`src/common/pbr_consts.vh`:
```
// register indices, field positions, reset values and synchroniser depth of the pll bus and power enable bank
// assumes: included by name from the design files; definitions only
`ifndef PBR_CONSTS_VH
`define PBR_CONSTS_VH

// register indices; byte address on the bus is four times the index
`define PBR_IDX_W 12
`define PBR_IDX_RD_EN 12'h50e
`define PBR_IDX_WR_STROBE 12'h50f
`define PBR_IDX_BUS_ADDR 12'h520
`define PBR_IDX_WR_DATA 12'h521
`define PBR_IDX_RD_DATA 12'h522
`define PBR_IDX_REF_CTRL 12'h523
`define PBR_IDX_PLL_REV 12'h524
`define PBR_IDX_PWR_DOWN 12'hb90
`define PBR_IDX_CHAN_LOW 12'hb91
`define PBR_IDX_CHAN_HIGH 12'hb92
`define PBR_IDX_GAIN_TRIM 12'hb94
`define PBR_IDX_CAP_TRIM 12'hb95
`define PBR_IDX_DITHER_ONE 12'hb99
`define PBR_IDX_DITHER_TWO 12'hb9a

// reset values
`define PBR_RST_ZERO 8'h00
`define PBR_RST_REF_CTRL 8'h01

// writable masks; zero bits are reserved and read as zero
`define PBR_MASK_ONE_BIT 8'h01
`define PBR_MASK_REF_CTRL 8'h7f
`define PBR_MASK_TRIM 8'h3f

// power down register fields
`define PBR_PD_CAL_ANA 7
`define PBR_PD_CAL_CLK 6
`define PBR_PD_EXTRA_CHAN 5
`define PBR_PD_MODE_HI 4
`define PBR_PD_MODE_LO 3
`define PBR_PD_BIAS 2
`define PBR_PD_CONV_CLK 1
`define PBR_PD_FRONT_END 0

// shutdown pin behaviour codes
`define PBR_PIN_IGNORE 2'b00
`define PBR_PIN_CLOCK_ONLY 2'b01
`define PBR_PIN_CLOCK_BIAS 2'b10
`define PBR_PIN_ALL 2'b11

// reference receiver control fields
`define PBR_REF_CM_HI 6
`define PBR_REF_CM_LO 3
`define PBR_REF_LP_MODE 2
`define PBR_REF_SYNCA 1
`define PBR_REF_RX_ON 0

// bus responses
`define PBR_RESP_OKAY 2'b00
`define PBR_RESP_SLVERR 2'b10

// pin synchroniser depth
`define PBR_SYNC_STAGES 3

`endif

```
`src/hdl/pbr_regs.v`:
```
// pll control bus ports, reference receiver controls and power enable register bank on axi4-lite
// assumes: one clock, synchronous active low reset, pll bus signals on the same clock, shutdown pin asynchronous
// What this block does
// - write data byte stored, sent to pll bus
// - read-only readback byte from pll bus
// - two-bit field selects shutdown pin effect
// - bits 7,6 enable calibration blocks and clock
// - bits 2,1,0 enable bias, clock, front end
// - bit 5 switches on two extra channels
// - sixteen channel clock enables, reset zero
// - strobe bit pushes write byte onto bus
// - read enable bit loads readback from bus
`timescale 1ns/10ps
`include "pbr_consts.vh"

module pbr_regs #(
	parameter ADDR_W = 14
) (
	input wire core_clk_i,
	input wire nrst_i,
	input wire [ADDR_W-1:0] s_axi_awaddr_i,
	input wire s_axi_awvalid_i,
	output reg s_axi_awready_o,
	input wire [31:0] s_axi_wdata_i,
	input wire [3:0] s_axi_wstrb_i,
	input wire s_axi_wvalid_i,
	output reg s_axi_wready_o,
	output reg [1:0] s_axi_bresp_o,
	output reg s_axi_bvalid_o,
	input wire s_axi_bready_i,
	input wire [ADDR_W-1:0] s_axi_araddr_i,
	input wire s_axi_arvalid_i,
	output reg s_axi_arready_o,
	output reg [31:0] s_axi_rdata_o,
	output reg [1:0] s_axi_rresp_o,
	output reg s_axi_rvalid_o,
	input wire s_axi_rready_i,
	output reg [7:0] pll_bus_addr_o,
	output reg [7:0] pll_bus_wr_byte_o,
	output reg pll_bus_wr_strobe_o,
	output reg pll_bus_rd_en_o,
	input wire [7:0] pll_bus_rd_byte_i,
	input wire [7:0] pll_rev_i,
	output reg [3:0] ref_cm_ctrl_o,
	output reg ref_low_power_o,
	output reg ref_synca_sel_o,
	output reg ref_receiver_on_o,
	input wire shutdown_pin_i,
	output reg calib_analog_on_o,
	output reg calib_clock_on_o,
	output reg extra_chan_on_o,
	output reg converter_bias_on_o,
	output reg master_bias_on_o,
	output reg converter_clock_on_o,
	output reg front_end_on_o,
	output reg [15:0] chan_clock_on_o,
	output reg [5:0] gain_trim_o,
	output reg [5:0] cap_trim_o,
	output reg [7:0] dither_current_one_o,
	output reg [7:0] dither_current_two_o
);

	// software visible storage
	reg rd_en;
	reg wr_strobe;
	reg wr_strobe_prev;
	reg [7:0] bus_addr;
	reg [7:0] pll_bus_wr_byte;
	reg [7:0] pll_bus_rd_byte;
	reg [7:0] ref_ctrl;
	reg [7:0] pll_rev;
	reg [7:0] pwr_down;
	reg [7:0] chan_low;
	reg [7:0] chan_high;
	reg [7:0] gain_trim;
	reg [7:0] cap_trim;
	reg [7:0] dither_current_one;
	reg [7:0] dither_current_two;

	// write channel holding state
	reg aw_held;
	reg w_held;
	reg [`PBR_IDX_W-1:0] aw_idx;
	reg [7:0] w_byte;
	reg w_lane0;

	wire shutdown_level;
	wire do_write;
	reg [7:0] read_val;
	reg [1:0] pin_mode;
	reg gate_clock;
	reg gate_front_end;
	reg gate_master_bias;

	function is_mapped;
		input [`PBR_IDX_W-1:0] idx;
		begin
			case (idx)
				`PBR_IDX_RD_EN, `PBR_IDX_WR_STROBE, `PBR_IDX_BUS_ADDR, `PBR_IDX_WR_DATA,
				`PBR_IDX_RD_DATA, `PBR_IDX_REF_CTRL, `PBR_IDX_PLL_REV, `PBR_IDX_PWR_DOWN,
				`PBR_IDX_CHAN_LOW, `PBR_IDX_CHAN_HIGH, `PBR_IDX_GAIN_TRIM, `PBR_IDX_CAP_TRIM,
				`PBR_IDX_DITHER_ONE, `PBR_IDX_DITHER_TWO: is_mapped = 1'b1;
				default: is_mapped = 1'b0;
			endcase
		end
	endfunction

	// word index from a byte address; low two bits ignored
	function [`PBR_IDX_W-1:0] word_idx;
		input [ADDR_W-1:0] addr;
		begin
			word_idx = addr[`PBR_IDX_W+1:2];
		end
	endfunction

	pbr_pin_sync u_pin_sync (
		.core_clk_i(core_clk_i),
		.nrst_i(nrst_i),
		.pin_i(shutdown_pin_i),
		.level_o(shutdown_level)
	);

	assign do_write = aw_held && w_held && !s_axi_bvalid_o;

	// axi write address and data, taken in either order
	always @(posedge core_clk_i) begin
		if (!nrst_i) begin
			aw_held <= 1'b0;
			w_held <= 1'b0;
			aw_idx <= {`PBR_IDX_W{1'b0}};
			w_byte <= 8'h00;
			w_lane0 <= 1'b0;
			s_axi_awready_o <= 1'b1;
			s_axi_wready_o <= 1'b1;
			s_axi_bvalid_o <= 1'b0;
			s_axi_bresp_o <= `PBR_RESP_OKAY;
		end else begin
			if (s_axi_awvalid_i && s_axi_awready_o) begin
				aw_held <= 1'b1;
				aw_idx <= word_idx(s_axi_awaddr_i);
				s_axi_awready_o <= 1'b0;
			end
			if (s_axi_wvalid_i && s_axi_wready_o) begin
				w_held <= 1'b1;
				w_byte <= s_axi_wdata_i[7:0];
				w_lane0 <= s_axi_wstrb_i[0];
				s_axi_wready_o <= 1'b0;
			end
			if (do_write) begin
				s_axi_bvalid_o <= 1'b1;
				s_axi_bresp_o <= is_mapped(aw_idx) ? `PBR_RESP_OKAY : `PBR_RESP_SLVERR;
			end
			if (s_axi_bvalid_o && s_axi_bready_i) begin
				s_axi_bvalid_o <= 1'b0;
				aw_held <= 1'b0;
				w_held <= 1'b0;
				s_axi_awready_o <= 1'b1;
				s_axi_wready_o <= 1'b1;
			end
		end
	end

	// register storage; writes masked to their fields so reserved bits stay zero
	always @(posedge core_clk_i) begin
		if (!nrst_i) begin
			rd_en <= 1'b0;
			wr_strobe <= 1'b0;
			wr_strobe_prev <= 1'b0;
			bus_addr <= `PBR_RST_ZERO;
			pll_bus_wr_byte <= `PBR_RST_ZERO;
			pll_bus_rd_byte <= `PBR_RST_ZERO;
			ref_ctrl <= `PBR_RST_REF_CTRL;
			pll_rev <= `PBR_RST_ZERO;
			pwr_down <= `PBR_RST_ZERO;
			chan_low <= `PBR_RST_ZERO;
			chan_high <= `PBR_RST_ZERO;
			gain_trim <= `PBR_RST_ZERO;
			cap_trim <= `PBR_RST_ZERO;
			dither_current_one <= `PBR_RST_ZERO;
			dither_current_two <= `PBR_RST_ZERO;
		end else begin
			wr_strobe_prev <= wr_strobe;
			pll_rev <= pll_rev_i;
			if (rd_en) begin
				pll_bus_rd_byte <= pll_bus_rd_byte_i;
			end
			if (do_write && w_lane0) begin
				case (aw_idx)
					`PBR_IDX_RD_EN: rd_en <= w_byte[0];
					`PBR_IDX_WR_STROBE: wr_strobe <= w_byte[0];
					`PBR_IDX_BUS_ADDR: bus_addr <= w_byte;
					`PBR_IDX_WR_DATA: pll_bus_wr_byte <= w_byte;
					`PBR_IDX_REF_CTRL: ref_ctrl <= w_byte & `PBR_MASK_REF_CTRL;
					`PBR_IDX_PWR_DOWN: pwr_down <= w_byte;
					`PBR_IDX_CHAN_LOW: chan_low <= w_byte;
					`PBR_IDX_CHAN_HIGH: chan_high <= w_byte;
					`PBR_IDX_GAIN_TRIM: gain_trim <= w_byte & `PBR_MASK_TRIM;
					`PBR_IDX_CAP_TRIM: cap_trim <= w_byte & `PBR_MASK_TRIM;
					`PBR_IDX_DITHER_ONE: dither_current_one <= w_byte;
					`PBR_IDX_DITHER_TWO: dither_current_two <= w_byte;
					default: ;
				endcase
			end
		end
	end

	// read mux; unmapped words read zero
	always @* begin
		read_val = 8'h00;
		case (word_idx(s_axi_araddr_i))
			`PBR_IDX_RD_EN: read_val = {7'h00, rd_en};
			`PBR_IDX_WR_STROBE: read_val = {7'h00, wr_strobe};
			`PBR_IDX_BUS_ADDR: read_val = bus_addr;
			`PBR_IDX_WR_DATA: read_val = pll_bus_wr_byte;
			`PBR_IDX_RD_DATA: read_val = pll_bus_rd_byte;
			`PBR_IDX_REF_CTRL: read_val = ref_ctrl;
			`PBR_IDX_PLL_REV: read_val = pll_rev;
			`PBR_IDX_PWR_DOWN: read_val = pwr_down;
			`PBR_IDX_CHAN_LOW: read_val = chan_low;
			`PBR_IDX_CHAN_HIGH: read_val = chan_high;
			`PBR_IDX_GAIN_TRIM: read_val = gain_trim;
			`PBR_IDX_CAP_TRIM: read_val = cap_trim;
			`PBR_IDX_DITHER_ONE: read_val = dither_current_one;
			`PBR_IDX_DITHER_TWO: read_val = dither_current_two;
			default: read_val = 8'h00;
		endcase
	end

	// axi read channel, one read under way at a time
	always @(posedge core_clk_i) begin
		if (!nrst_i) begin
			s_axi_arready_o <= 1'b1;
			s_axi_rvalid_o <= 1'b0;
			s_axi_rdata_o <= 32'h0000_0000;
			s_axi_rresp_o <= `PBR_RESP_OKAY;
		end else begin
			if (s_axi_arvalid_i && s_axi_arready_o) begin
				s_axi_arready_o <= 1'b0;
				s_axi_rvalid_o <= 1'b1;
				s_axi_rdata_o <= {24'h000000, read_val};
				s_axi_rresp_o <= is_mapped(word_idx(s_axi_araddr_i)) ? `PBR_RESP_OKAY : `PBR_RESP_SLVERR;
			end else if (s_axi_rvalid_o && s_axi_rready_i) begin
				s_axi_rvalid_o <= 1'b0;
				s_axi_arready_o <= 1'b1;
			end
		end
	end

	// shutdown pin gating by behaviour code
	always @* begin
		pin_mode = pwr_down[`PBR_PD_MODE_HI:`PBR_PD_MODE_LO];
		gate_clock = 1'b0;
		gate_front_end = 1'b0;
		gate_master_bias = 1'b0;
		if (shutdown_level) begin
			case (pin_mode)
				`PBR_PIN_IGNORE: gate_clock = 1'b0;
				`PBR_PIN_CLOCK_ONLY: gate_clock = 1'b1;
				`PBR_PIN_CLOCK_BIAS: begin
					gate_clock = 1'b1;
					gate_front_end = 1'b1;
				end
				`PBR_PIN_ALL: begin
					gate_clock = 1'b1;
					gate_front_end = 1'b1;
					gate_master_bias = 1'b1;
				end
				default: gate_clock = 1'b0;
			endcase
		end
	end

	// registered control outputs
	always @(posedge core_clk_i) begin
		if (!nrst_i) begin
			pll_bus_addr_o <= 8'h00;
			pll_bus_wr_byte_o <= 8'h00;
			pll_bus_wr_strobe_o <= 1'b0;
			pll_bus_rd_en_o <= 1'b0;
			ref_cm_ctrl_o <= 4'h0;
			ref_low_power_o <= 1'b0;
			ref_synca_sel_o <= 1'b0;
			ref_receiver_on_o <= 1'b1;
			calib_analog_on_o <= 1'b0;
			calib_clock_on_o <= 1'b0;
			extra_chan_on_o <= 1'b0;
			converter_bias_on_o <= 1'b0;
			master_bias_on_o <= 1'b0;
			converter_clock_on_o <= 1'b0;
			front_end_on_o <= 1'b0;
			chan_clock_on_o <= 16'h0000;
			gain_trim_o <= 6'h00;
			cap_trim_o <= 6'h00;
			dither_current_one_o <= 8'h00;
			dither_current_two_o <= 8'h00;
		end else begin
			pll_bus_addr_o <= bus_addr;
			pll_bus_wr_byte_o <= pll_bus_wr_byte;
			pll_bus_wr_strobe_o <= wr_strobe && !wr_strobe_prev;
			pll_bus_rd_en_o <= rd_en;
			ref_cm_ctrl_o <= ref_ctrl[`PBR_REF_CM_HI:`PBR_REF_CM_LO];
			ref_low_power_o <= ref_ctrl[`PBR_REF_LP_MODE];
			ref_synca_sel_o <= ref_ctrl[`PBR_REF_SYNCA];
			ref_receiver_on_o <= ref_ctrl[`PBR_REF_RX_ON];
			calib_analog_on_o <= pwr_down[`PBR_PD_CAL_ANA];
			calib_clock_on_o <= pwr_down[`PBR_PD_CAL_CLK];
			extra_chan_on_o <= pwr_down[`PBR_PD_EXTRA_CHAN];
			converter_bias_on_o <= pwr_down[`PBR_PD_BIAS];
			master_bias_on_o <= pwr_down[`PBR_PD_BIAS] && !gate_master_bias;
			converter_clock_on_o <= pwr_down[`PBR_PD_CONV_CLK] && !gate_clock;
			front_end_on_o <= pwr_down[`PBR_PD_FRONT_END] && !gate_front_end;
			chan_clock_on_o <= gate_clock ? 16'h0000 : {chan_high, chan_low};
			gain_trim_o <= gain_trim[5:0];
			cap_trim_o <= cap_trim[5:0];
			dither_current_one_o <= dither_current_one;
			dither_current_two_o <= dither_current_two;
		end
	end

endmodule // pbr_regs

```
`src/hdl/pbr_pin_sync.v`:
```
// three flop synchroniser with agreement filter for an asynchronous level
// assumes: the input comes from a pin outside the core clock domain
`timescale 1ns/10ps
`include "pbr_consts.vh"

module pbr_pin_sync (
	input wire core_clk_i,
	input wire nrst_i,
	input wire pin_i,
	output reg level_o
);

	reg stage_one;
	reg stage_two;
	reg stage_three;

	// stage_one feeds only stage_two; the filter looks at stages two and three
	always @(posedge core_clk_i) begin
		if (!nrst_i) begin
			stage_one <= 1'b0;
			stage_two <= 1'b0;
			stage_three <= 1'b0;
			level_o <= 1'b0;
		end else begin
			stage_one <= pin_i;
			stage_two <= stage_one;
			stage_three <= stage_two;
			if (stage_two == stage_three) begin
				level_o <= stage_three;
			end
		end
	end

endmodule // pbr_pin_sync

```
`config.mk`:
```
export PLATFORM = sky130hd
export DESIGN_NAME = pbr_regs
export DESIGN_NICKNAME = d
export VERILOG_FILES = /design/src/hdl/pbr_regs.v /design/src/hdl/pbr_pin_sync.v
export VERILOG_INCLUDE_DIRS = /design/src /design/src/common
export SDC_FILE = /design/constraint.sdc
export NUM_CORES = 1
export LEC_CHECK = 0
export BUFFER_PORTS_ARGS = -buffer_cell sky130_fd_sc_hd__buf_4
export CAP_MARGIN = 20
export CORE_MARGIN = 2
export CORE_UTILIZATION = 53
export CTS_CLUSTER_DIAMETER = 50
export DETAILED_ROUTE_END_ITERATION = 16
export PLACE_DENSITY_LB_ADDON = 0.2
export SLEW_MARGIN = 20
export SYNTH_ARGS = -nofsm -noshare
export SYNTH_HDL_FRONTEND = slang
export SYNTH_HIERARCHICAL = 1
export SYNTH_SLANG_ARGS = --single-unit
```
`constraint.sdc`:
```
create_clock -name core_clk_i -period 2.4 [get_ports core_clk_i]
set_input_delay 0.24 -clock core_clk_i [delete_from_list [all_inputs] [get_ports core_clk_i]]
set_output_delay 0.24 -clock core_clk_i [all_outputs]
set_load 0.005 [all_outputs]
```
After elaboration in Yosys (flattened, before gate mapping)
Cells that the tools add are included. W data, S select, Z words.

Register bits: 214. Input port bits: 88. Word-level logic and storage cells: 141. Output and inout bits: 117.

Multiplexer cells: 19. Reductions and logical operators: 37. Bitwise gates (word level): 1. Equality and inequality tests: 32.

Operators by type and width (count): $eq A12 B11 Y1 const B (14); $eq A12 B12 Y1 const B (14); $pmux W8 S14 (1); $reduce_or A14 Y1 (2); $reduce_and A2 Y1 (12); $mux W1 (15); $logic_and A1 B1 Y1 (12); $reduce_or A2 Y1 (3); $logic_not A1 Y1 (5); $eq A2 B2 Y1 const B (2); $mux W2 (2); $reduce_or A3 Y1 (1); $eq A2 B1 Y1 const B (1); $logic_not A2 Y1 (1); $pmux W1 S2 (1); $reduce_bool A2 Y1 (1); $eq A1 B1 Y1 (1); $not A1 Y1 (1).

Longest topological paths before layout
Gate-level depths: netlist (run 1).

Word-level depth: 6. Depth in mapped cells: 9. Gate-level depth less buffers: 6.

Modules after synthesis
The synthesis (run 1) kept the hierarchy.

Modules (own cells, without submodules): pbr_regs (area an instance 8200.4 sq um, sequential area each 4164.0 sq um, instances 1, cells each 823); pbr_pin_sync (area an instance 116.4 sq um, sequential area each 80.1 sq um, instances 1, cells each 10).

Least setup slack after synthesis (run 1)
No wires, ideal clock.

Kind: flip-flop to flip-flop. Start: reg aw_idx[4]. End: reg pll_bus_wr_byte[0]. Stages on the path, launching flop included: 8. Data required time: 2278 ps. Period minus slack after synthesis: 1734 ps. Setup time: 122 ps. Slack: 666 ps. Data arrival time: 1612 ps. Path buffers: 1. Cell sequence: dfxtp_1 > nor4_1 > nand4b_1 > nor3_1 > buf_2 > nand2_1 > nand2_1 > a21boi_0.

Cells in the longest elaborated chain, start to end: 2.

RTL lines: start: declaration (line pbr_regs.v:83) `` reg [`PBR_IDX_W-1:0] aw_idx; ``; start signal: assignment (line pbr_regs.v:130) `` aw_idx <= {`PBR_IDX_W{1'b0}}; ``; start signal: assignment (line pbr_regs.v:140) `aw_idx <= word_idx(s_axi_awaddr_i);`; $eq A12 B11 Y1 (line pbr_regs.v:188) `case (aw_idx)`; $reduce_and A2 Y1 (no line); end signal: assignment (line pbr_regs.v:170) `` pll_bus_wr_byte <= `PBR_RST_ZERO; ``; end signal: assignment (line pbr_regs.v:192) `` `PBR_IDX_WR_DATA: pll_bus_wr_byte <= w_byte; ``; end: declaration (line pbr_regs.v:68) `reg [7:0] pll_bus_wr_byte;`.

No other way between the ends. A chain may end at the register's enable or synchronous reset.

Worst setup path after layout (run 1)
Start: reg aw_idx[11]. End: reg pll_bus_wr_byte[7].

Same word-level chain as after synthesis.

==> results of run 1 <==
[stage by stage]
| stage | hold WS [ns] | instances |
|---|---|---|
| after detailed placement | 0.381 | 1150 |
| after global routing | 0.0147 | 1209 |
| final | 0.00637 | 1209 |
| after global placement | 0.396 | 1150 |
| after CTS | 0.0000583 | 1209 |
| after floorplan | 0.340 | 858 |
[kinds of logic after synthesis]
| family | Yosys count | synth area share (%) |
|---|---|---|
| simple gates | 325 | 21.9 |
| other cells | 1 | 0.0451 |
| buf+inv | 82 | 5.05 |
| compound gates | 116 | 9.31 |
| flops | 212 | 51.0 |
| xor+xnor | 1 | 0.105 |
| mux | 96 | 12.5 |
[cells in the mapped netlist, types with 2 or more instances]
cell,count,area [um2]
a21boi_0,32,240
a21oi_1,18,90.1
a221oi_1,4,35.0
a22o_1,5,43.8
a22oi_1,7,52.6
a31oi_1,7,43.8
a32oi_1,3,26.3
and2_1,72,450
and3_1,20,125
buf_2,9,45.0
buf_4,27,203
clkbuf_1,41,154
dfxtp_1,212,4240
inv_1,3,11.3
mux2_2,3,33.8
mux2i_1,87,871
mux4_2,6,135
nand2_1,72,270
nand2b_1,4,25.0
nand3_1,18,90.1
nand3b_1,2,15.0
nand4b_1,6,52.6
nand4bb_1,2,22.5
nor2_1,31,116
nor2b_1,73,457
nor3_1,7,35.0
nor3_4,2,32.5
nor4_1,2,12.5
o21a_1,2,15.0
o21ai_0,25,125
[critical path: stages (launching register included)]
cell      delay [ns]
dfxtp_1         0.33
nor4_1          0.40
nand4b_1        0.25
nor3_1          0.31
buf_4           0.24
nand2_1         0.20
nand2_1         0.16
a21boi_0        0.09
[metal layers]
metal / vias up / part of all wire, %
met5: - / 0
met4: 0 / 2.8
met3: 40 / 5.6
met2: 170 / 47
met1: 2906 / 44
li1: 3088 / -
[worst max path at each step]
stage | end | slack [ns] | start
after floorplan | pll_bus_wr_byte[0] | 0.67 | aw_idx[4]
after global placement | dither_current_one[4] | 0.30 | aw_idx[1]
after detailed placement | dither_current_one[0] | 0.27 | aw_idx[1]
after CTS | dither_current_one[0] | 0.27 | aw_idx[1]
after global routing | pll_bus_wr_byte[7] | 0.12 | aw_idx[4]
final | pll_bus_wr_byte[7] | 0.30 | aw_idx[11]
[cell type report]
| class | count | area, um2 |
|---|---|---|
| Clock inverter | 8 | 100 |
| Timing Repair Buffer | 181 | 1430 |
| Tap cell | 211 | 264 |
| Clock buffer | 29 | 628 |
| Multi-Input combinational cell | 564 | 3750 |
| Sequential cell | 212 | 4240 |
| Inverter | 4 | 15.0 |
| Fill cell | 1228 | 4830 |
[power groups by stage]
stage,combinational [mW],sequential (mW),clock [mW]
finish,0.357,3.62,3.39
global route,0.394,3.63,3.60
CTS,0.355,3.62,3.45
detailed placement,0.325,3.70,0
global placement,0.322,3.70,0
floorplan,0.245,3.66,0
[repair_timing]
action,in CTS,in global routing
hold buffers,22,0
hold endpoints to repair,22,0
setup endpoints to repair,0,2
resized for setup,0,1
==> impl_summary.md, run 1 <==
Outcome
The run finished with clean final reports.

Drt
The post-detailed-route DRC marker count is 0. The detailed router placed roughly 6,200 vias in this run. For this run, the detailed router's first-pass iteration total came to 5. The antenna violation net count after detailed routing is 0. The detail-routed via count per cell is approximately 5.

The final layout contains routed wiring with a total length of between 15 and 20 mm. The detailed-route wire length per cell is between 15 and 20 um. The initial detailed-routing violation count is roughly 380.

Clock network
The root buffer cell is clkbuf_16. The CTS tree is built. The tree built by TritonCTS fans out to ~210 sinks.

Counting along the longest clock path gives a buffer depth of 3. Once the clock tree was built, the setup fixing pass inserted 0 buffers. The number of H-tree branching levels is 1.

For the worst-skew pair, the clock arrives at the later sink with an insertion delay of roughly 0.50 ns. The clock-pin slew reported for the worst setup and hold paths after clock tree synthesis is roughly 0.06 ns. The number of buffers added by the clock tree synthesis step is 22.

Flow run
The total of max-cap violations is 0.

GRT
The wire length of the first global-routing pass is between 30 and 40 mm. Global routing used 22.9% of the available tracks across all layers. The met1 layer usage reported by global route is 30.7%. The via count of the first global-routing pass is about 5,800. The global routing stage identified its most utilized layer as met2.

Global routing used a little under two fifths of the available met2 tracks. The largest net degree at the start of global routing is about 110. For this run the aggregate overflow at the end of global routing stands at 0. Global routing used roughly 4% of the available met3 tracks.

The number of antenna violations at the first check in global routing is 0.

Timing
Setup total negative slack on the finished layout was measured at 0 ns. Setup violations remaining at the end of the flow were counted as 0. Setup repair after global routing left no endpoint under its margin. For this run, the top clock speed supported by timing is 477 MHz. The total count of max-transition violations in the final report is 0. The tightest slew margin relative to the limit is approximately 53%. The transition time of the tightest slew-check pin is roughly 0.71 ns.

The setup skew after layout is a little under 0.008 ns. The period utilization is a little under 90%. The worst setup margin is about 0.30 ns. The number of hold-slack violations in the final timing report is 0. Counting I/O delays and the setup requirement, the final critical path takes approximately 2.1 ns.

Setup path
The worst setup path is launched from a flop. The register-to-register path setup slack is approximately 0.3 ns. The category of the worst setup path capture point is a flop. The worst reg2reg path depth is 7. The worst setup path is of the flop to flop kind. The terminus of the critical flop-to-flop path is pll_bus_wr_byte[7]. The required arrival time at the worst endpoint is between 2 and 3 ns.

The critical register-to-register path startpoint is aw_idx[11]. The signal arrival time at the worst endpoint is between 2 and 2.5 ns. The maximum net fanout on the critical path is 10.

Floorplanning
The initial core utilization is between 50% and 60%. The top-level port count is 205. The vertical extent of the die is roughly 130 um.

The core area is 15,300 um2. The die covers between 15,000 and 20,000 um2. The width of the die is between 100 and 150 um. In this run the core area contains 45 standard-cell rows.

Logic synthesis
The count of yosys warnings during synthesis is 6. Counting flops and latches in the post-synthesis netlist gives 212. The part of the Yosys area used for sequential elements is around 51%. The average instance in the mapped netlist occupies 9.98 um2.

Synthesis produced a netlist whose cell count is roughly 830. In this run, synthesis inferred 0 flip-flops with an integrated enable. The primary flip-flop cell chosen by synthesis mapping is dfxtp_1. The proportion of register bits with asynchronous set or reset after synthesis is 0%.

The cell area that synthesis handed to floorplanning was approximately 8300 um2. The number of distinct library cell variants in the gate-level netlist after synthesis is 61.

Layout
The finished cells cover about 10,000 um2. The final antenna diode count is 0. Cells fill between 60% and 70% of the core in the end. The most flop-heavy register is chan_clock_on_o. The flip-flop count of the largest register after layout is 16. The number of nets in the layout is between 1,000 and 1,500. In the final layout, the share of cells above drive strength 1 is 21.5%. The library cells used most frequently in the layout, excluding fill and tap cells, are dfxtp_1 (212), buf_4 (158), mux2i_1 (87). The layout overhead on the synthesized area is 25.4%. The largest registers in the layout are chan_clock_on_o: 16 flops, aw_idx: 12 flops. The commonest non-fill, non-tap cell in the layout is dfxtp_1.

Power
The switching part of the total power is around 21%. The overall power is between 7 and 8 mW. The clock network burns 46.0% of the power. The switching power summed over all nets is about 1.6 mW.

The ratio of total power to cell area is 707 nW/um2. In this run, flip-flops and latches consume approximately half of the power. The relative contribution of combinational cells to total power is ~4.8%. The leakage component of the power is between 4 and 5 nW. The internal power consumption is around 5.8 mW.

The worst-case vdd ir drop is around 0.00045 V.

Placement
The area of placed instances is approximately 9500 um2. The worst setup timing slack at the placement stage is roughly 0.27 ns. At the end of routability-driven placement, the weighted congestion stood at a little under 0.9.

The half-perimeter wire length after detailed placement is ~13 mm. The number of buffers inserted by port buffering is 147.

Hold path
The worst hold path belongs to the class input pin to flop. The sink of the worst hold path is aw_idx[10]. In this run the most critical hold path is launched from s_axi_awaddr_i[12].

Counting instances, the worst hold path has a depth of 3.
Note: power is estimated with default switching activity, not from simulation.
==> inputs of run 2 (changes only) <==
- ABC_AREA: default -> 1
==> run 2 against run 1 <==
Largest power group unchanged. Largest cell class unchanged. Power grew 1.2%. Non-clock buffer count grew 3. Global-route usage grew 2.4 points. Critical path depth grew 1. Worst hold slack gained 0.020 ns. Sequential cell count is the same. Die area grew 0.79%. Register-to-register slack gained 0.17 ns. Count of clock-buffer cells in the layout shrank 2. Cell count grew 27%. Via count grew 22%.
==> impl_summary.md, run 2 <==
Power
The overall power was 7.46 mW (+1.2%). The ratio of total power to cell area is 707 nW/um2 (about the same). The internal power consumption was 5.75 mW (-0.64%). The relative contribution of combinational cells to total power is 5.4% (+0.6 points). The worst-case vdd ir drop was 0.000484 V (+8.7%). The clock power share came to 45.7% (-0.3 points). The leakage component of the power was 5.12 nW (+18%). The power share of the sequential group is 48.9% (-0.3 points). The switching power summed over all nets is 1.71 mW (+7.8%). The switching part of the total power is 22.9% (+1.4 points).

Logic synthesis
The number of distinct library cell variants in the gate-level netlist after synthesis came to 27 (-56%). Among all cell types in the netlist, the one instantiated most often is nand2_1. The count of mapped cells out of synthesis is 1,150 (+38%). The proportion of register bits with asynchronous set or reset after synthesis is 0% (unchanged). The post-synthesis area per instance is 7.29 um2 (-27%). Sorting the synthesized cells by how often they occur yields nand2_1 (220), dfxtp_1 (212), inv_1 (193), nor2_1 (125), o21ai_0 (114). The part of the Yosys area used for sequential elements came to 50.6% (-0.41 points). The top cell type's share of synthesized area is 50.6% (-0.41 points). The largest area contributor in the netlist is dfxtp_1. The number of synthesized flops with an enable pin is 0 (unchanged). The post-synthesis register bit count is 212 (unchanged). The post-synthesis instance area is 8380 um2 (+0.81%). The count of yosys warnings during synthesis is 6 (unchanged). The primary flip-flop cell chosen by synthesis mapping is dfxtp_1. In the post-synthesis netlist, the biggest area contributors are dfxtp_1 (51%), nand2_1 (9.8%), inv_1 (8.6%), o21ai_0 (6.8%), a21oi_1 (5.9%).

GRT
The via count of the first global-routing pass is 6,813 (+18%). The wire length of the first global-routing pass was 33.7 mm (+11%). The overall routing resource usage is 25.3% (+2.4 points).

The largest net degree at the start of global routing was 103 (-7.2%). The sum of overflow across all layers after global routing is 0 (unchanged). The number of antenna violations at the first check in global routing is 0 (unchanged).

Timing
The period utilization was 80.2% (-7.2 points). The number of hold-slack violations in the final timing report is 0 (unchanged). The total count of max-transition violations in the final report is 0 (unchanged). The transition time of the tightest slew-check pin was 0.650 ns (-0.0612 ns).

The setup skew after layout is 0.0112 ns (+0.00343 ns). The time the worst path needs with I/O delays and setup is 1.92 ns (-0.173 ns). The minimum hold slack was 0.0260 ns (+0.0196 ns).

The tightest slew margin relative to the limit is 56.6% (+4.1 points). Setup repair after global routing left no endpoint under its margin. The maximum frequency from static timing analysis is 520 MHz (+9.0%). The count of endpoints failing setup in the final report is 0 (unchanged). The setup TNS is 0 ns (unchanged).

Hold path
The class of the worst hold path is input pin to flop.

Layout
The number of standard cells in the layout, taps in and fillers out came to 1,538 (+27%). The area taken by multi-input logic gates is 3110 um2 (-17%). From synthesis to final layout, the design area changed by 25.8%. The final antenna diode count is 0 (unchanged).

The total of fill cells in the finished design came to 1,299 (+5.8%). The number of nets in the layout is 1,399 (+30%). The flip-flop count of the largest register after layout is 16 (unchanged).

The commonest non-fill, non-tap cell in the layout is nand2_1. The most flop-heavy register is chan_clock_on_o. The top cell types in the final layout, fill and taps aside, are nand2_1 (220), dfxtp_1 (212), inv_1 (193). The share of post-route cells with drive strength above 1 is 16.1% (-5.4 points).

The area used by sequential logic in the layout was 4240 um2 (unchanged). The largest registers in the layout are chan_clock_on_o: 16 flops, aw_idx: 12 flops.

Floorplanning
The overall die area is 16,800 um2 (+0.79%). The top-level port count is 205 (unchanged). The core area is 15,300 um2 (+0.37%). The vertical extent of the die is 130 um (+0.39%). The width of the die is 130 um (+0.39%). The row count was 45 (unchanged). The initial core utilization is 54.7% (+0.24 points).

Clock network
The clock-pin slew reported for the worst setup and hold paths after clock tree synthesis was 0.06 ns (about the same). The CTS tree is built. The latest clock arrival within the worst-skew pair was 0.50 ns (about the same). The tree is rooted in a clkbuf_16. The number of gates resized after cts came to 0 (unchanged). The number of H-tree branching levels was 1 (unchanged). The number of buffers added by the clock tree synthesis step was 22 (unchanged). The number of setup buffers added after CTS is 0 (unchanged). The hold buffer count at CTS is 25 (+14%). The maximum number of buffers from clock root to sink is 3 (unchanged).

The number of clock sinks seen by CTS is 212 (unchanged).

Placement
The number of buffers inserted by port buffering is 147 (unchanged). The post-placement cell count is 1,473 (+28%). The last weighted congestion value of the routability-driven placer is 0.920 (+5.9%).

The half-perimeter wire length after detailed placement was 15.1 mm (+15%).

Drt
The count of vias placed by the detailed router is 7,542 (+22%). The antenna violation net count after detailed routing was 0 (unchanged). The post-detailed-route DRC marker count is 0 (unchanged).

The length of the first detailed-routing pass in iterations came to 5 (unchanged). The initial detailed-routing violation count was 543 (+44%). The detailed-route wire length per cell is 14.1 um (-12%). The total wirelength of the detailed-routed design was 21.7 mm (+11%).

The detail-routed via count per cell is 4.90 (-4.4%).

Setup path
The count of buffering cells on the critical path with inverters included is 3 (+2). The critical path goes through inv_1, nand3_1, inv_1, nand2_1, inv_1, nand3_1, o21ai_0, a21oi_1. The maximum net fanout on the critical path is 16 (+6). The dominant delay contributor by cell family on the critical path is simple AND/OR/NAND/NOR gates.

The signal arrival time at the worst endpoint is 2.29 ns (-0.19 ns). The required arrival time at the worst endpoint is 2.77 ns (about the same). The worst setup path is launched from a flop. The critical path in this run is classified as flop to flop. The largest incremental delay on the critical path came to 0.48 ns (+0.08 ns). The most common cell type on the critical path is inv_1. STA classifies the critical path endpoint as a flop. The cell with the largest stage delay on the worst path is nand3_1.

Outcome
The run finished with clean final reports.

Flow run
The total of max-cap violations is 0 (unchanged).
[run 2: cell count changes in the layout (fill, tap and decap cells not counted), moves of 20 or more]
cell	before	now
nor2_1	31	125
and2_1	72	1
o21ai_0	25	114
a21boi_0	32	0
a21oi_1	18	99
nand2_1	72	220
inv_1	3	193
nand3_1	17	73
and3_1	20	0
nor2b_1	73	0
mux2i_1	87	0
[run 2: through the flow]
stage          instance area [um2]  worst slack [ns]  util [%]
2_1_floorplan                 8480             0.931         -
3_3_place_gp                  9560             0.554      62.4
3_5_place_dp                  9560             0.515      62.4
4_1_cts                      10600             0.503      68.9
5_1_grt                      10600             0.152      68.9
6_report                     10600             0.476      68.9
[run 2: cells by family after synthesis]
group | synth area share, %
simple gates | 22.3
buf+inv | 13.4
compound gates | 13.6
flops | 50.6
other cells | 0.0447
[run 2: area by class of cell]
class,instances,area share (%)
clock buffers,27,5.68
clock inverters,13,1.34
inverters,196,6.97
multi-input cells,695,29.5
flip-flops and latches,212,40.2
well taps,211,2.50
repair buffers,184,13.8
[run 2: tightest hold or removal path: stages]
cell and delay, ns:
buf_4 0.07, o21ai_0 0.07, a21oi_1 0.10
[run 2: final timing paths]
| kind | from | to | slack, ns | cells after the start |
|---|---|---|---|---|
| hold reg to reg | wr_strobe_prev | pll_bus_wr_strobe_o | 0.39 | 1 |
| setup / recovery | s_axi_bvalid_o | chan_low[3] | 0.48 | 8 |
| hold / removal | s_axi_awaddr_i[13] | aw_idx[11] | 0.03 | 3 |
| setup reg to reg | s_axi_bvalid_o | chan_low[3] | 0.48 | 8 |
[run 2: routing by layer]
metal / wire length [um] / part of all wire [%] / GRT usage (%) / vias to the layer above
li1: - / - / - / 3857
met1: 9820 / 45 / 35.8 / 3342
met2: 9680 / 45 / 40.1 / 302
met3: 1600 / 7.4 / 3.61 / 41
met4: 557 / 2.6 / 8.41 / 0
met5: 0 / 0 / 0 / -
[run 2: power by group through the flow]
stage | Combinational, mW | Clock [mW] | Sequential (mW)
3_5_place_dp | 0.361 | 0 | 3.72
3_3_place_gp | 0.356 | 0 | 3.72
2_1_floorplan | 0.262 | 0 | 3.67
4_1_cts | 0.395 | 3.46 | 3.65
5_1_grt | 0.453 | 3.61 | 3.65
6_report | 0.400 | 3.41 | 3.65
==> inputs of run 3 (changes only) <==
- clock period: 2.4 -> 2 ns (I/O delays scaled with it)
==> run 3 against run 2 <==
Highest routed layer unchanged. Cell area increased by 2.6%. Critical endpoint is now gain_trim[2]. Critical path depth decreased by 2. Core utilization rose by 1.8 points. Non-clock buffer count increased by 21. Global-route usage grew 0.87 points. Worst setup slack got worse by 0.19 ns. First-iteration DRC count grew 23%. Sequential share of layout area shrank 1.0 points. Cell count increased by 1.4%. Power grew 24%. Maximum frequency increased by 12%. Die area is the same.
==> impl_summary.md, run 3 (synthesized netlist as in run 2, its figures left out) <==
GRT
The largest net degree at the start of global routing was 84 (-18%). The via count of the first global-routing pass is 6,746 (-0.98%). The met1 layer usage reported by global route was 36.0% (+0.18 points). The global routing usage on met2 is 41.9% (+1.8 points). The met3 usage is 3.90% (+0.29 points). The number of antenna violations at the first check in global routing is 0 (unchanged).

The overall routing resource usage is 26.2% (+0.87 points). The sum of overflow across all layers after global routing is 0 (unchanged). The wire length of the first global-routing pass is 34.5 mm (+2.3%). The global routing stage identified its most utilized layer as met2.

Timing
The period utilization is 85.7% (+5.5 points). The maximum frequency from static timing analysis was 583 MHz (+12%). The tightest slew margin relative to the limit is 56.3% (-0.34 points). The transition time of the tightest slew-check pin is 0.655 ns (+0.00512 ns). The setup skew after layout is 0.0112 ns (+0.0000780 ns). The setup TNS is 0 ns (unchanged). The time the worst path needs with I/O delays and setup is 1.71 ns (-0.210 ns). The count of endpoints failing setup in the final report was 0 (unchanged). Setup repair after global routing left no endpoint under its margin. The minimum hold slack came to 0.0241 ns (-0.00195 ns).

The total count of max-transition violations in the final report came to 0 (unchanged). The number of hold-slack violations in the final timing report came to 0 (unchanged).

Layout
The final antenna diode count is 0 (unchanged). Counting flops per register, the top entry is chan_clock_on_o. The area taken by multi-input logic gates is 3110 um2 (unchanged). The share of post-route cells with drive strength above 1 is 16.4% (+0.27 points). The number of nets in the layout came to 1,422 (+1.6%). The largest registers in the layout are chan_clock_on_o: 16 flops, aw_idx: 12 flops.

The area used by sequential logic in the layout is 4240 um2 (unchanged). The commonest non-fill, non-tap cell in the layout is nand2_1. The top cell types in the final layout, fill and taps aside, are nand2_1 (220), dfxtp_1 (212), inv_1 (193). The flip-flop count of the largest register after layout came to 16 (unchanged). The layout overhead on the synthesized area is 29.1%. The total of fill cells in the finished design is 1,316 (+1.3%).

Setup path
The startpoint identified for the worst register-to-register timing path is aw_idx[1]. The signal arrival time at the worst endpoint was 2.13 ns (-0.16 ns). The nature of the critical path startpoint is a flop. The terminus of the critical flop-to-flop path is gain_trim[2]. The category of the worst setup path capture point is a flop. The maximum net fanout on the critical path came to 12 (-4). The register-to-register path setup slack is 0.29 ns (-0.19 ns).

The worst reg2reg path depth is 6 (-2). The required arrival time at the worst endpoint was 2.42 ns (-0.35 ns). The setup path with the least slack is of type flop to flop.

Drt
The detail-routed via count per cell is 4.88 (-0.41%). The detailed-route wire length per cell is 14.2 um (+0.50%). The count of vias placed by the detailed router is 7,614 (+0.95%). The initial detailed-routing violation count is 667 (+23%). The post-detailed-route DRC marker count was 0 (unchanged). The total wirelength of the detailed-routed design is 22.1 mm (+1.9%).

The antenna violation net count after detailed routing is 0 (unchanged). The length of the first detailed-routing pass in iterations is 5 (unchanged).

Clock network
The CTS tree is built. The number of buffers added by the clock tree synthesis step is 24 (+9.1%). The number of gates resized after cts is 0 (unchanged). The number of setup buffers added after CTS was 0 (unchanged).

The clock-pin slew reported for the worst setup and hold paths after clock tree synthesis is 0.06 ns (about the same). The number of clock sinks seen by CTS was 212 (unchanged). The latest clock arrival within the worst-skew pair is 0.51 ns (about the same).

The maximum number of buffers from clock root to sink came to 3 (unchanged). CTS placed an instance of clkbuf_16 at the clock tree root. The number of H-tree branching levels is 1 (unchanged).

Floorplanning
The top-level port count is 205 (unchanged). The core area is 15,300 um2 (unchanged). The vertical extent of the die is 130 um (unchanged). The row count came to 45 (unchanged). The overall die area is 16,800 um2 (unchanged). The initial core utilization is 54.7% (unchanged). The width of the die was 130 um (unchanged).

Flow run
The total of max-cap violations is 0 (unchanged).

Power
The worst-case vdd ir drop is 0.000629 V (+30%). The ratio of total power to cell area is 856 nW/um2 (+21%). The leakage component of the power came to 5.24 nW (+2.3%). The overall power is 9.26 mW (+24%).

Hold path
The depth of the worst hold-timing path is 3 (unchanged). The path with the worst hold slack has its endpoint at aw_idx[2]. The worst hold path begins at s_axi_awaddr_i[4]. The min-delay analysis places its worst path in the category input pin to flop.

Outcome
The flow ran to the end, and the final reports show no timing, DRC or antenna violations.

Placement
The half-perimeter wire length after detailed placement is 15.2 mm (+0.68%). The last weighted congestion value of the routability-driven placer is 0.923 (+0.26%). The number of buffers inserted by port buffering is 147 (unchanged).
run 3: per-stage QoR:
| stage | cells | utilization, % | setup WS [ns] | cell area [um2] |
|---|---|---|---|---|
| after floorplan | 1175 | - | 0.531 | 8480 |
| after global placement | 1482 | 63.0 | 0.304 | 9650 |
| after detailed placement | 1482 | 63.0 | 0.283 | 9650 |
| after CTS | 1559 | 70.7 | 0.270 | 10800 |
| after global routing | 1559 | 70.7 | 0.0264 | 10800 |
| final | 1559 | 70.7 | 0.286 | 10800 |
run 3: worst max path at each step:
stage,endpoint,start,slack [ns],depth (start not counted)
final,gain_trim[2],aw_idx[1],0.29,6
after global routing,gain_trim[2],aw_idx[5],0.03,9
after CTS,gain_trim[2],aw_idx[6],0.27,9
after detailed placement,s_axi_rdata_o[7],s_axi_araddr_i[12],0.28,10
after global placement,s_axi_rdata_o[7],s_axi_araddr_i[12],0.30,10
after floorplan,chan_low[7],s_axi_bvalid_o,0.53,10
run 3: layer usage:
layer | share of wire, % | wire, um | vias up
met5 | 0 | 0 | -
met4 | 3.6 | 794 | 0
met3 | 6.7 | 1480 | 55
met2 | 45 | 10000 | 257
met1 | 44 | 9770 | 3403
li1 | - | - | 3899
run 3: worst max-delay path, stage by stage (launching register included):
cell	delay, ns
dfxtp_1	0.34
or2_2	0.31
nor2_1	0.21
nand2_1	0.10
nor2_2	0.37
nor2_1	0.09
a211oi_1	0.20
run 3: final cells by class:
class                   count  share of cell area [%]
clock inverters             8                    1.10
multi-input cells         695                    28.7
well taps                 211                    2.44
clock buffers              32                    6.30
repair buffers            205                    15.4
flip-flops and latches    212                    39.2
inverters                 196                    6.80
run 3: repair_timing:
| action | 4_1_cts | 5_1_grt |
|---|---|---|
| hold buffers | 37 | 0 |
| endpoints found under the hold margin | 38 | 0 |
| endpoints found under the setup margin | 0 | 0 |
run 3: where the power goes:
group / internal, mW / switching, mW / total, mW
Sequential: 4.29 / 0.0960 / 4.38
Combinational: 0.218 / 0.287 / 0.505
Clock: 2.67 / 1.71 / 4.38
Total: 7.17 / 2.09 / 9.26
